File: config.mk
export PLATFORM = sky130hd
export DESIGN_NAME = tcd_host
export DESIGN_NICKNAME = d
export VERILOG_FILES = /design/src/core/tcd_pkg.sv /design/src/core/tcd_host.sv
export SDC_FILE = /design/constraint.sdc
export NUM_CORES = 1
export LEC_CHECK = 0
export BUFFER_PORTS_ARGS = -buffer_cell sky130_fd_sc_hd__buf_2
export CORE_UTILIZATION = 36
export DETAILED_ROUTE_END_ITERATION = 8
export HOLD_SLACK_MARGIN = 0.08
export REMOVE_ABC_BUFFERS = 1
export SYNTH_ARGS = -nofsm -noshare
export SYNTH_HDL_FRONTEND = slang
export SYNTH_SLANG_ARGS = --single-unit
File: constraint.sdc
create_clock -name clock -period 2.2 [get_ports clock]
set_input_delay 0.44 -clock clock [delete_from_list [all_inputs] [get_ports clock]]
set_output_delay 0.44 -clock clock [all_outputs]
set_load 0.03 [all_outputs]
File: src/core/tcd_pkg.sv
// Package for the telescope command host: opcodes, fields, counts, types.
// Assumes one 20 MHz clock and a byte-wide serialiser outside this block.
package tcd_pkg;

  // ----------------------------------------------------------------
  // Opcodes and patterns
  // ----------------------------------------------------------------
  localparam logic [7:0] OP_GET_ID = 8'h14;
  localparam logic [7:0] OP_RESET_LINK = 8'h12;
  localparam logic [7:0] OP_RESET_DEVICE = 8'h11;
  localparam logic [7:0] OP_READ_CLEAR_IRQ = 8'h70;
  localparam logic [7:0] OP_FE_STATUS = 8'h94;
  localparam logic [7:0] OP_READ_TIMER = 8'hD1;
  localparam logic [7:0] OP_READ_DATING = 8'hD8;
  localparam logic [7:0] OP_HOUSEKEEPING = 8'h40;
  localparam logic [7:0] OP_STOP = 8'h68;
  localparam logic [7:0] OP_TEST_GEN = 8'hE0;
  localparam logic [7:0] OP_SET_TIMER = 8'hD0;
  // Upper bits of patterns carrying a field in the low bits: bits 1:0, or bits 3:0 for PF_LATCHUP
  localparam logic [5:0] PF_FILTER = 6'h0C;
  localparam logic [5:0] PF_SINGLE = 6'h12;
  localparam logic [5:0] PF_LINEAR = 6'h2D;
  localparam logic [5:0] PF_LOG = 6'h2C;
  localparam logic [5:0] PF_START = 6'h18;
  localparam logic [5:0] PF_POWER = 6'h20;
  localparam logic [5:0] PF_CONTROL = 6'h23;
  localparam logic [5:0] PF_ENABLE = 6'h22;
  localparam logic [5:0] PF_DRIVE = 6'h21;
  localparam logic [5:0] PF_INIT_LIN = 6'h2A;
  localparam logic [5:0] PF_FE_CONFIG = 6'h24;
  localparam logic [5:0] PF_MODE_PAGE = 6'h28;
  localparam logic [3:0] PF_LATCHUP = 4'hF;

  // ----------------------------------------------------------------
  // Counts
  // ----------------------------------------------------------------
  localparam int LOG_BINS = 32;
  localparam int BIN_BYTES = 3;
  localparam int TIMER_BYTES = 3;
  localparam int CONFIG_BYTES = 3;
  localparam logic [7:0] TEL_NONE = 8'h00;

  // ----------------------------------------------------------------
  // Types
  // ----------------------------------------------------------------
  typedef enum logic [4:0] {
    TCD_GET_ID, TCD_RESET_LINK, TCD_RESET_DEVICE, TCD_READ_CLEAR_IRQ,
    TCD_FE_STATUS, TCD_READ_TIMER, TCD_READ_DATING, TCD_HOUSEKEEPING,
    TCD_FILTER, TCD_SINGLE, TCD_LINEAR, TCD_LOG, TCD_START, TCD_STOP,
    TCD_POWER, TCD_CONTROL, TCD_ENABLE, TCD_DRIVE, TCD_INIT_LIN,
    TCD_FE_CONFIG, TCD_MODE_PAGE, TCD_TEST_GEN, TCD_SET_TIMER,
    TCD_LATCHUP
  } tcd_cmd_t;

  // User order: command, 2-bit field, up to three argument bytes
  typedef struct packed {
    tcd_cmd_t cmd;
    logic [1:0] field;
    logic [23:0] args;
  } tcd_req_t;

  typedef struct packed {
    logic [7:0] data;
  } tcd_byte_t;

endpackage

File: src/core/tcd_host.sv
// Host-side command encoder for the telescope control device.
// Turns user orders into an opcode byte and its argument bytes, sent
// over a byte-wide link; answer bytes pass back through a 2-entry buffer.
`timescale 1ns/1ps

module tcd_host #(
  parameter int BUF_DEPTH = 2
) (
  // Clock and reset
  input wire logic clock,
  input wire logic rstn,
  // User order
  input wire logic req_valid,
  output logic req_ready,
  input wire tcd_pkg::tcd_req_t req,
  // Link, bytes towards the device
  output logic tx_valid,
  input wire logic tx_ready,
  output tcd_pkg::tcd_byte_t tx_byte,
  // Link, answer bytes from the device
  input wire logic rx_valid,
  output logic rx_ready,
  input wire tcd_pkg::tcd_byte_t rx_byte,
  // Answer bytes to the user
  output logic ans_valid,
  input wire logic ans_ready,
  output tcd_pkg::tcd_byte_t ans_byte,
  // Status
  output logic busy
);

  // ----------------------------------------------------------------
  // Opcode and argument count
  // ----------------------------------------------------------------
  function automatic logic [7:0] opcode(tcd_pkg::tcd_cmd_t c,
                                        logic [1:0] f,
                                        logic [7:0] a0);
    logic [7:0] o;
    o = tcd_pkg::OP_GET_ID;
    case (c)
      tcd_pkg::TCD_GET_ID: o = tcd_pkg::OP_GET_ID;
      tcd_pkg::TCD_RESET_LINK: o = tcd_pkg::OP_RESET_LINK;
      tcd_pkg::TCD_RESET_DEVICE: o = tcd_pkg::OP_RESET_DEVICE;
      tcd_pkg::TCD_READ_CLEAR_IRQ: o = tcd_pkg::OP_READ_CLEAR_IRQ;
      tcd_pkg::TCD_FE_STATUS: o = tcd_pkg::OP_FE_STATUS;
      tcd_pkg::TCD_READ_TIMER: o = tcd_pkg::OP_READ_TIMER;
      tcd_pkg::TCD_READ_DATING: o = tcd_pkg::OP_READ_DATING;
      tcd_pkg::TCD_HOUSEKEEPING: o = tcd_pkg::OP_HOUSEKEEPING;
      tcd_pkg::TCD_FILTER: o = {tcd_pkg::PF_FILTER, f};
      tcd_pkg::TCD_SINGLE: o = {tcd_pkg::PF_SINGLE, f};
      tcd_pkg::TCD_LINEAR: o = {tcd_pkg::PF_LINEAR, f};
      tcd_pkg::TCD_LOG: o = {tcd_pkg::PF_LOG, f};
      tcd_pkg::TCD_START: o = {tcd_pkg::PF_START, f};
      tcd_pkg::TCD_STOP: o = tcd_pkg::OP_STOP;
      tcd_pkg::TCD_POWER: o = {tcd_pkg::PF_POWER, f};
      tcd_pkg::TCD_CONTROL: o = {tcd_pkg::PF_CONTROL, f};
      tcd_pkg::TCD_ENABLE: o = {tcd_pkg::PF_ENABLE, f};
      tcd_pkg::TCD_DRIVE: o = {tcd_pkg::PF_DRIVE, f};
      tcd_pkg::TCD_INIT_LIN: o = {tcd_pkg::PF_INIT_LIN, f};
      tcd_pkg::TCD_FE_CONFIG: o = {tcd_pkg::PF_FE_CONFIG, f};
      tcd_pkg::TCD_MODE_PAGE: o = {tcd_pkg::PF_MODE_PAGE, f};
      tcd_pkg::TCD_TEST_GEN: o = tcd_pkg::OP_TEST_GEN;
      tcd_pkg::TCD_SET_TIMER: o = tcd_pkg::OP_SET_TIMER;
      // Low nibble of this opcode carries settings taken from args
      tcd_pkg::TCD_LATCHUP: o = {tcd_pkg::PF_LATCHUP, a0[3:0]};
      default: o = tcd_pkg::OP_GET_ID;
    endcase
    return o;
  endfunction

  function automatic logic [1:0] arg_count(tcd_pkg::tcd_cmd_t c);
    logic [1:0] n;
    n = 2'h0;
    case (c)
      tcd_pkg::TCD_FE_CONFIG: n = 2'(tcd_pkg::CONFIG_BYTES);
      tcd_pkg::TCD_SET_TIMER: n = 2'(tcd_pkg::TIMER_BYTES);
      tcd_pkg::TCD_MODE_PAGE: n = 2'h1;
      tcd_pkg::TCD_TEST_GEN: n = 2'h1;
      tcd_pkg::TCD_LATCHUP: n = 2'h1;
      default: n = 2'h0;
    endcase
    return n;
  endfunction

  // ----------------------------------------------------------------
  // Transmit sequencer
  // ----------------------------------------------------------------
  typedef enum logic [1:0] {TCD_IDLE, TCD_OPC, TCD_ARG} tcd_state_t;

  tcd_state_t state_q;
  logic [7:0] byte_q;
  logic [23:0] args_q;
  logic [1:0] left_q;
  logic tx_fire;

  assign tx_fire = tx_valid && tx_ready;
  assign req_ready = (state_q == TCD_IDLE);
  assign tx_valid = (state_q != TCD_IDLE);
  assign busy = (state_q != TCD_IDLE);

  // Byte is registered so the link sees no mux glitch while it waits
  // for ready; costs one flop rank, no latency.
  assign tx_byte.data = byte_q;

  // Arguments leave most significant byte first; the full count is
  // always sent so the device never runs a half-loaded command.
  always_ff @(posedge clock or negedge rstn) begin
    if (!rstn) begin
      state_q <= TCD_IDLE;
      byte_q <= 8'h00;
      args_q <= 24'h000000;
      left_q <= 2'h0;
    end else begin
      case (state_q)
        TCD_IDLE: begin
          if (req_valid) begin
            byte_q <= opcode(req.cmd, req.field, req.args[23:16]);
            left_q <= arg_count(req.cmd);
            // Left-align so the first argument is always in the top byte
            case (arg_count(req.cmd))
              2'h1: args_q <= {req.args[7:0], 16'h0000};
              2'h2: args_q <= {req.args[15:0], 8'h00};
              default: args_q <= req.args;
            endcase
            state_q <= TCD_OPC;
          end
        end
        TCD_OPC: begin
          if (tx_fire) begin
            byte_q <= args_q[23:16];
            state_q <= (left_q == 2'h0) ? TCD_IDLE : TCD_ARG;
          end
        end
        TCD_ARG: begin
          if (tx_fire) begin
            byte_q <= args_q[15:8];
            args_q <= {args_q[15:0], 8'h00};
            left_q <= left_q - 2'h1;
            if (left_q == 2'h1) begin
              state_q <= TCD_IDLE;
            end
          end
        end
        default: state_q <= TCD_IDLE;
      endcase
    end
  end

  // ----------------------------------------------------------------
  // Answer buffer
  // ----------------------------------------------------------------
  // Two entries let the receiver stall without dropping a byte.
  logic [7:0] mem_q [BUF_DEPTH];
  logic [$clog2(BUF_DEPTH)-1:0] wr_q, rd_q;
  logic [$clog2(BUF_DEPTH):0] cnt_q;
  logic push, pop;
  localparam int PTR_W = $clog2(BUF_DEPTH);
  localparam logic [PTR_W:0] FULL_CNT = (PTR_W+1)'(BUF_DEPTH);
  localparam logic [PTR_W:0] ONE_CNT = (PTR_W+1)'(1);

  assign rx_ready = (cnt_q != FULL_CNT);
  assign ans_valid = (cnt_q != '0);
  assign push = rx_valid && rx_ready;
  assign pop = ans_valid && ans_ready;
  assign ans_byte.data = mem_q[rd_q];

  always_ff @(posedge clock or negedge rstn) begin
    if (!rstn) begin
      wr_q <= '0;
      rd_q <= '0;
      cnt_q <= '0;
    end else begin
      if (push) begin
        wr_q <= ($clog2(BUF_DEPTH))'((int'(wr_q) + 1) % BUF_DEPTH);
      end
      if (pop) begin
        rd_q <= ($clog2(BUF_DEPTH))'((int'(rd_q) + 1) % BUF_DEPTH);
      end
      if (push && !pop) begin
        cnt_q <= cnt_q + ONE_CNT;
      end else if (pop && !push) begin
        cnt_q <= cnt_q - ONE_CNT;
      end
    end
  end

  always_ff @(posedge clock or negedge rstn) begin
    if (!rstn) begin
      for (int i = 0; i < BUF_DEPTH; i++) begin
        mem_q[i] <= 8'h00;
      end
    end else if (push) begin
      mem_q[wr_q] <= rx_byte.data;
    end
  end

  // ----------------------------------------------------------------
  // Checks
  // ----------------------------------------------------------------
  logic take;

  assign take = req_valid && req_ready;

  a_get_id_code: assert property (
    @(posedge clock) disable iff (!rstn)
    take && req.cmd == tcd_pkg::TCD_GET_ID
    |=> tx_valid && tx_byte.data == 8'h14)
    else $error("identification opcode wrong");

  a_reset_codes: assert property (
    @(posedge clock) disable iff (!rstn)
    take && (req.cmd == tcd_pkg::TCD_RESET_LINK ||
    req.cmd == tcd_pkg::TCD_RESET_DEVICE) |=> tx_byte.data ==
    (($past(req.cmd) == tcd_pkg::TCD_RESET_DEVICE) ? 8'h11 : 8'h12))
    else $error("reset opcode wrong");

  a_irq_code: assert property (
    @(posedge clock) disable iff (!rstn)
    take && req.cmd == tcd_pkg::TCD_READ_CLEAR_IRQ
    |=> tx_byte.data == 8'h70)
    else $error("interrupt read opcode wrong");

  a_status_code: assert property (
    @(posedge clock) disable iff (!rstn)
    take && req.cmd == tcd_pkg::TCD_FE_STATUS
    |=> tx_byte.data == 8'h94)
    else $error("status opcode wrong");

  a_timer_code: assert property (
    @(posedge clock) disable iff (!rstn)
    take && req.cmd == tcd_pkg::TCD_READ_TIMER
    |=> tx_byte.data == 8'hD1)
    else $error("timer read opcode wrong");

  a_dating_code: assert property (
    @(posedge clock) disable iff (!rstn)
    take && req.cmd == tcd_pkg::TCD_READ_DATING
    |=> tx_byte.data == 8'hD8)
    else $error("dating read opcode wrong");

  a_hk_code: assert property (
    @(posedge clock) disable iff (!rstn)
    take && req.cmd == tcd_pkg::TCD_HOUSEKEEPING
    |=> tx_byte.data == 8'h40)
    else $error("housekeeping opcode wrong");

  a_filter_field: assert property (
    @(posedge clock) disable iff (!rstn)
    take && req.cmd == tcd_pkg::TCD_FILTER
    |=> tx_byte.data == {6'h0C, $past(req.field)})
    else $error("filter opcode wrong");

  a_single_field: assert property (
    @(posedge clock) disable iff (!rstn)
    take && req.cmd == tcd_pkg::TCD_SINGLE
    |=> tx_byte.data == {6'h12, $past(req.field)})
    else $error("single counter opcode wrong");

  a_linear_field: assert property (
    @(posedge clock) disable iff (!rstn)
    take && req.cmd == tcd_pkg::TCD_LINEAR
    |=> tx_byte.data == {6'h2D, $past(req.field)})
    else $error("linear readout opcode wrong");

  a_index_field: assert property (
    @(posedge clock) disable iff (!rstn)
    take && req.cmd == tcd_pkg::TCD_LOG
    |=> tx_byte.data == {6'h2C, $past(req.field)})
    else $error("chip index not in opcode");

  a_start_code: assert property (
    @(posedge clock) disable iff (!rstn)
    take && req.cmd == tcd_pkg::TCD_START
    |=> tx_byte.data[7:3] == 5'h0C)
    else $error("start opcode wrong");

  a_stop_code: assert property (
    @(posedge clock) disable iff (!rstn)
    take && req.cmd == tcd_pkg::TCD_STOP
    |=> tx_byte.data == 8'h68)
    else $error("stop opcode wrong");

  a_tel_field: assert property (
    @(posedge clock) disable iff (!rstn)
    take && req.cmd == tcd_pkg::TCD_POWER
    |=> tx_byte.data == {6'h20, $past(req.field)})
    else $error("telescope field not in opcode");

  a_ctrl_field: assert property (
    @(posedge clock) disable iff (!rstn)
    take && req.cmd == tcd_pkg::TCD_CONTROL
    |=> tx_byte.data == {6'h23, $past(req.field)})
    else $error("control opcode wrong");

  a_enable_field: assert property (
    @(posedge clock) disable iff (!rstn)
    take && req.cmd == tcd_pkg::TCD_ENABLE
    |=> tx_byte.data == {6'h22, $past(req.field)})
    else $error("enable opcode wrong");

  a_drive_field: assert property (
    @(posedge clock) disable iff (!rstn)
    take && req.cmd == tcd_pkg::TCD_DRIVE
    |=> tx_byte.data == {6'h21, $past(req.field)})
    else $error("drive opcode wrong");

  a_init_field: assert property (
    @(posedge clock) disable iff (!rstn)
    take && req.cmd == tcd_pkg::TCD_INIT_LIN
    |=> tx_byte.data == {6'h2A, $past(req.field)})
    else $error("counter init opcode wrong");

  a_config_code: assert property (
    @(posedge clock) disable iff (!rstn)
    take && req.cmd == tcd_pkg::TCD_FE_CONFIG
    |=> tx_byte.data == {6'h24, $past(req.field)})
    else $error("front-end config opcode wrong");

  a_page_code: assert property (
    @(posedge clock) disable iff (!rstn)
    take && req.cmd == tcd_pkg::TCD_MODE_PAGE
    |=> tx_byte.data[7:2] == 6'h28)
    else $error("mode and page opcode wrong");

  a_test_gen_code: assert property (
    @(posedge clock) disable iff (!rstn)
    take && req.cmd == tcd_pkg::TCD_TEST_GEN
    |=> tx_byte.data == 8'hE0)
    else $error("test generator opcode wrong");

  a_latch_code: assert property (
    @(posedge clock) disable iff (!rstn)
    take && req.cmd == tcd_pkg::TCD_LATCHUP
    |=> tx_byte.data[7:4] == 4'hF)
    else $error("latchup opcode wrong");

  a_timer_args: assert property (
    @(posedge clock) disable iff (!rstn)
    take && req.cmd == tcd_pkg::TCD_SET_TIMER
    |=> (tx_byte.data == 8'hD0 && busy) ##1 (busy [*3]))
    else $error("set timer must hold for three arguments");

  a_tx_hold: assert property (
    @(posedge clock) disable iff (!rstn)
    tx_valid && !tx_ready
    |=> tx_valid && $stable(tx_byte.data))
    else $error("link byte changed before taken");

  a_no_drop: assert property (
    @(posedge clock) disable iff (!rstn)
    rx_valid && rx_ready
    |=> ans_valid)
    else $error("taken answer byte not offered");

  a_buf_bound: assert property (
    @(posedge clock) disable iff (!rstn)
    cnt_q <= FULL_CNT)
    else $error("buffer count beyond depth");

  a_ans_hold: assert property (
    @(posedge clock) disable iff (!rstn)
    ans_valid && !ans_ready
    |=> ans_valid && $stable(ans_byte.data))
    else $error("answer byte changed before taken");

endmodule

==> metrics.csv <==
stage;metric;value;unit
run_status;outcome;finished, final reports clean;
sta;fin_ws;0.265;ns
layout;seqCellArea;1400;um^2
floorplanning;die_h;95.7;um
logic_synthesis;synth_cells;323;
worst_setup_path;worstPathArrival;1.49;ns
layout;fin_cells;492;
logic_synthesis;synth-seq-area-share;44.4;%
route;drt-total-wl;7.22;mm
worst_setup_path;worstPathRequired;1.76;ns
global_route;grt_max_degree;36;
clock_tree;cts_buffer_depth;2;
layout;syn_to_final_growth;18.4;%
sta;clock.fmax;517;MHz
route;ant_nets;0;
worst_setup_path;worstSetupStartpointType;flop;
layout;drive_gt1_share;30.2;%
route;drt_iter0_markers;132;
worst_setup_path;rr_worst_depth;8;
global_route;track_usage;17.1;%
clock_tree;cts_buffers;5;
route;vias;2544;
logic_synthesis;ys_ff_latch;56;
run;maxCapViolCount;0;
power;p_leak;1.72;nW
floorplanning;io_pins;66;
place;io_buffers;65;
worst_setup_path;rrSetupSlack;0.30;ns
global_route;grt_pass1_wl;12.1;mm
worst_setup_path;timing.rr.start;state_q[0];
route;drc_errors;0;
min_path;min_path_cells;2;
worst_setup_path;worstSetupEndpointType;primary output;
power;vdd.ir_drop.worst;0.356;mV
clock_tree;tritoncts;built;
layout;post-route-util;44.9;%
clock_tree;cts_root_buf;clkbuf_8;
clock_tree;post-cts-setup-buffers;0;
global_route;antenna_found_initial;0;
layout;fillers;834;
logic_synthesis;ys_types;50;
logic_synthesis;syn_area_per_cell;9.78;um^2
layout;finish.net_count;439;
route;vias_per_cell;5.17;
worst_setup_path;r2r_end;tx_byte[2];
sta;setup-violations-final;0;
place;place.gp.congestion;0.825;
layout;multiInputGateArea;1590;um^2
sta;period_minus_slack;1.93;ns
sta;final.period_utilization;88.0;%
floorplanning;start_util;37.9;%
logic_synthesis;yosys_most_used_dff;dfrtp_1;
sta;fin_worst_skew;0.00768;ns
worst_setup_path;crit_path_max_fanout;9;
logic_synthesis;synth_edf_count;0;
sta;maxSlewViolCount;0;
clock_tree;clk_pin_slew;0.11;ns
min_path;min_from;rx_byte[7];
min_path;whs_endpoint;mem_q[7];
sta;tightest_slew;0.460;ns
logic_synthesis;ys_warn_count;0;
worst_setup_path;path_class;reg2out;
floorplanning;rows;33;
floorplanning;die_area;9150;um^2
layout;diodes;0;
sta;slew_headroom;69.3;%
place;dp_hpwl;5.32;mm
sta;rsz0062_at_grt;false;
logic_synthesis;synth-async-reset-ratio;100;%
clock_tree;numClockSinks;56;
sta;hold_violations;0;
route;wl_per_cell;14.7;um
clock_tree;h-tree-depth;2;
logic_synthesis;netlist_area;3160;um^2
floorplanning;fp.coreArea;8340;um^2
floorplanning;die-width;95.7;um
global_route;overflow;0;
place;pre_cts_ws;0.222;ns
clock_tree;clkLatencyLatePin;0.31;ns
route;drt_first_pass_iters;4;
place;dpl.cell_count;483;
min_path;hold_class;in2reg;
global_route;grt_pass1_vias;2442;
power;cellPowerDensity;1380;nW/um^2
-- placed cells by master, fill, tap and decap left out, types with 3 or more instances in the layout --
cell and instances:
a21oi_1 22, ha_1 8, o21ai_1 22, clkbuf_8 5
nand2_1 43, a22o_1 8, o211ai_1 3, mux2i_1 11
mux2_1 8, xnor2_1 4, buf_12 3, nor3_1 4
mux2_2 24, dfrtp_1 56, a22oi_1 4, nor2_1 12
inv_1 13, buf_2 65, nor2b_1 4, nor3b_1 9
buf_4 9, nand2b_1 4, nand3_1 4
-- layer usage --
| layer | GRT usage [%] | wire length, um |
|---|---|---|
| met1 | 25.2 | 3570 |
| met2 | 26.7 | 3360 |
| met3 | 1.67 | 205 |
| met4 | 4.48 | 86 |
| met5 | 0 | 0 |
-- cell usage after synthesis (3+ instances only) --
cell	count	area, um^2
a21oi_1	22	110
a22o_1	8	70.1
a22oi_1	4	30.0
buf_2	9	45.0
clkbuf_1	10	37.5
dfrtp_1	56	1400
ha_1	8	100
inv_1	13	48.8
mux2_1	8	90.1
mux2_2	24	270
mux2i_1	11	110
nand2_1	43	161
nand2b_1	4	25.0
nand3_1	4	20.0
nor2_1	12	45.0
nor2b_1	4	25.0
nor3_1	4	20.0
nor3b_1	9	67.6
o211ai_1	3	22.5
o21ai_1	22	110
xnor2_1	4	35.0
-- worst max-delay path, stage by stage (launching register included) --
cell	delay (ns)
dfrtp_1	0.61
mux2_2	0.39
buf_2	0.18
-- metrics by stage --
step / power, mW / instance area (um^2) / TNS (ns) / hold WS, ns
after floorplan: 3.75 / 3050 / -12.59 / 0.144
after global placement: 4.55 / 3630 / 0 / 0.402
after detailed placement: 4.62 / 3630 / 0 / 0.412
after CTS: 5.24 / 3740 / 0 / 0.335
after global routing: 5.59 / 3740 / 0 / 0.327
final: 5.17 / 3740 / 0 / 0.341
-- flip-flops by register name (all words and copies together) (netlist names) --
name / cells
state_q: 2
wr_q: 1
mem_q: 16
rd_q: 1
args_q: 24
cnt_q: 2
left_q: 2
tx_byte: 8
-- final cells by class --
cell class	count	area share, %
clock buffers	5	1.84
well taps	105	3.51
clock inverters	3	0.736
inverters	15	1.51
repair buffers	78	12.4
multi-input cells	230	42.6
flip-flops and latches	56	37.5
-- report_power, final --
part	internal (mW)	switching, mW
clock network	0.235	0.367
registers	1.54	0.286
logic	1.14	1.60
-- how the worst max path moves through the flow --
stage                    start           to  slack [ns]  depth (start not counted)
finish                    rd_q  ans_byte[2]        0.27                          2
global route        state_q[0]   tx_byte[2]        0.14                          8
CTS                       rd_q  ans_byte[2]        0.26                          2
detailed placement     req[26]   tx_byte[2]        0.22                          6
global placement       req[26]   tx_byte[2]        0.23                          6
floorplan           state_q[0]   args_q[16]       -0.60                          5
-- kinds of logic after synthesis --
kind of cell             share of synthesized area, %
AO/OA/AOI/OAI                                    16.4
XOR/XNOR                                         1.66
adder cells (fa/ha/maj)                          3.17
buffers and inverters                            5.35
flip-flops                                       44.4
multiplexers                                     14.9
AND/OR/NAND/NOR                                  14.2
-- repair_timing --
action                    CTS  global route
hold endpoints to repair   17             0
hold buffers                1             0
gates resized for setup     0             0
Note: power is estimated with default switching activity, not from simulation.
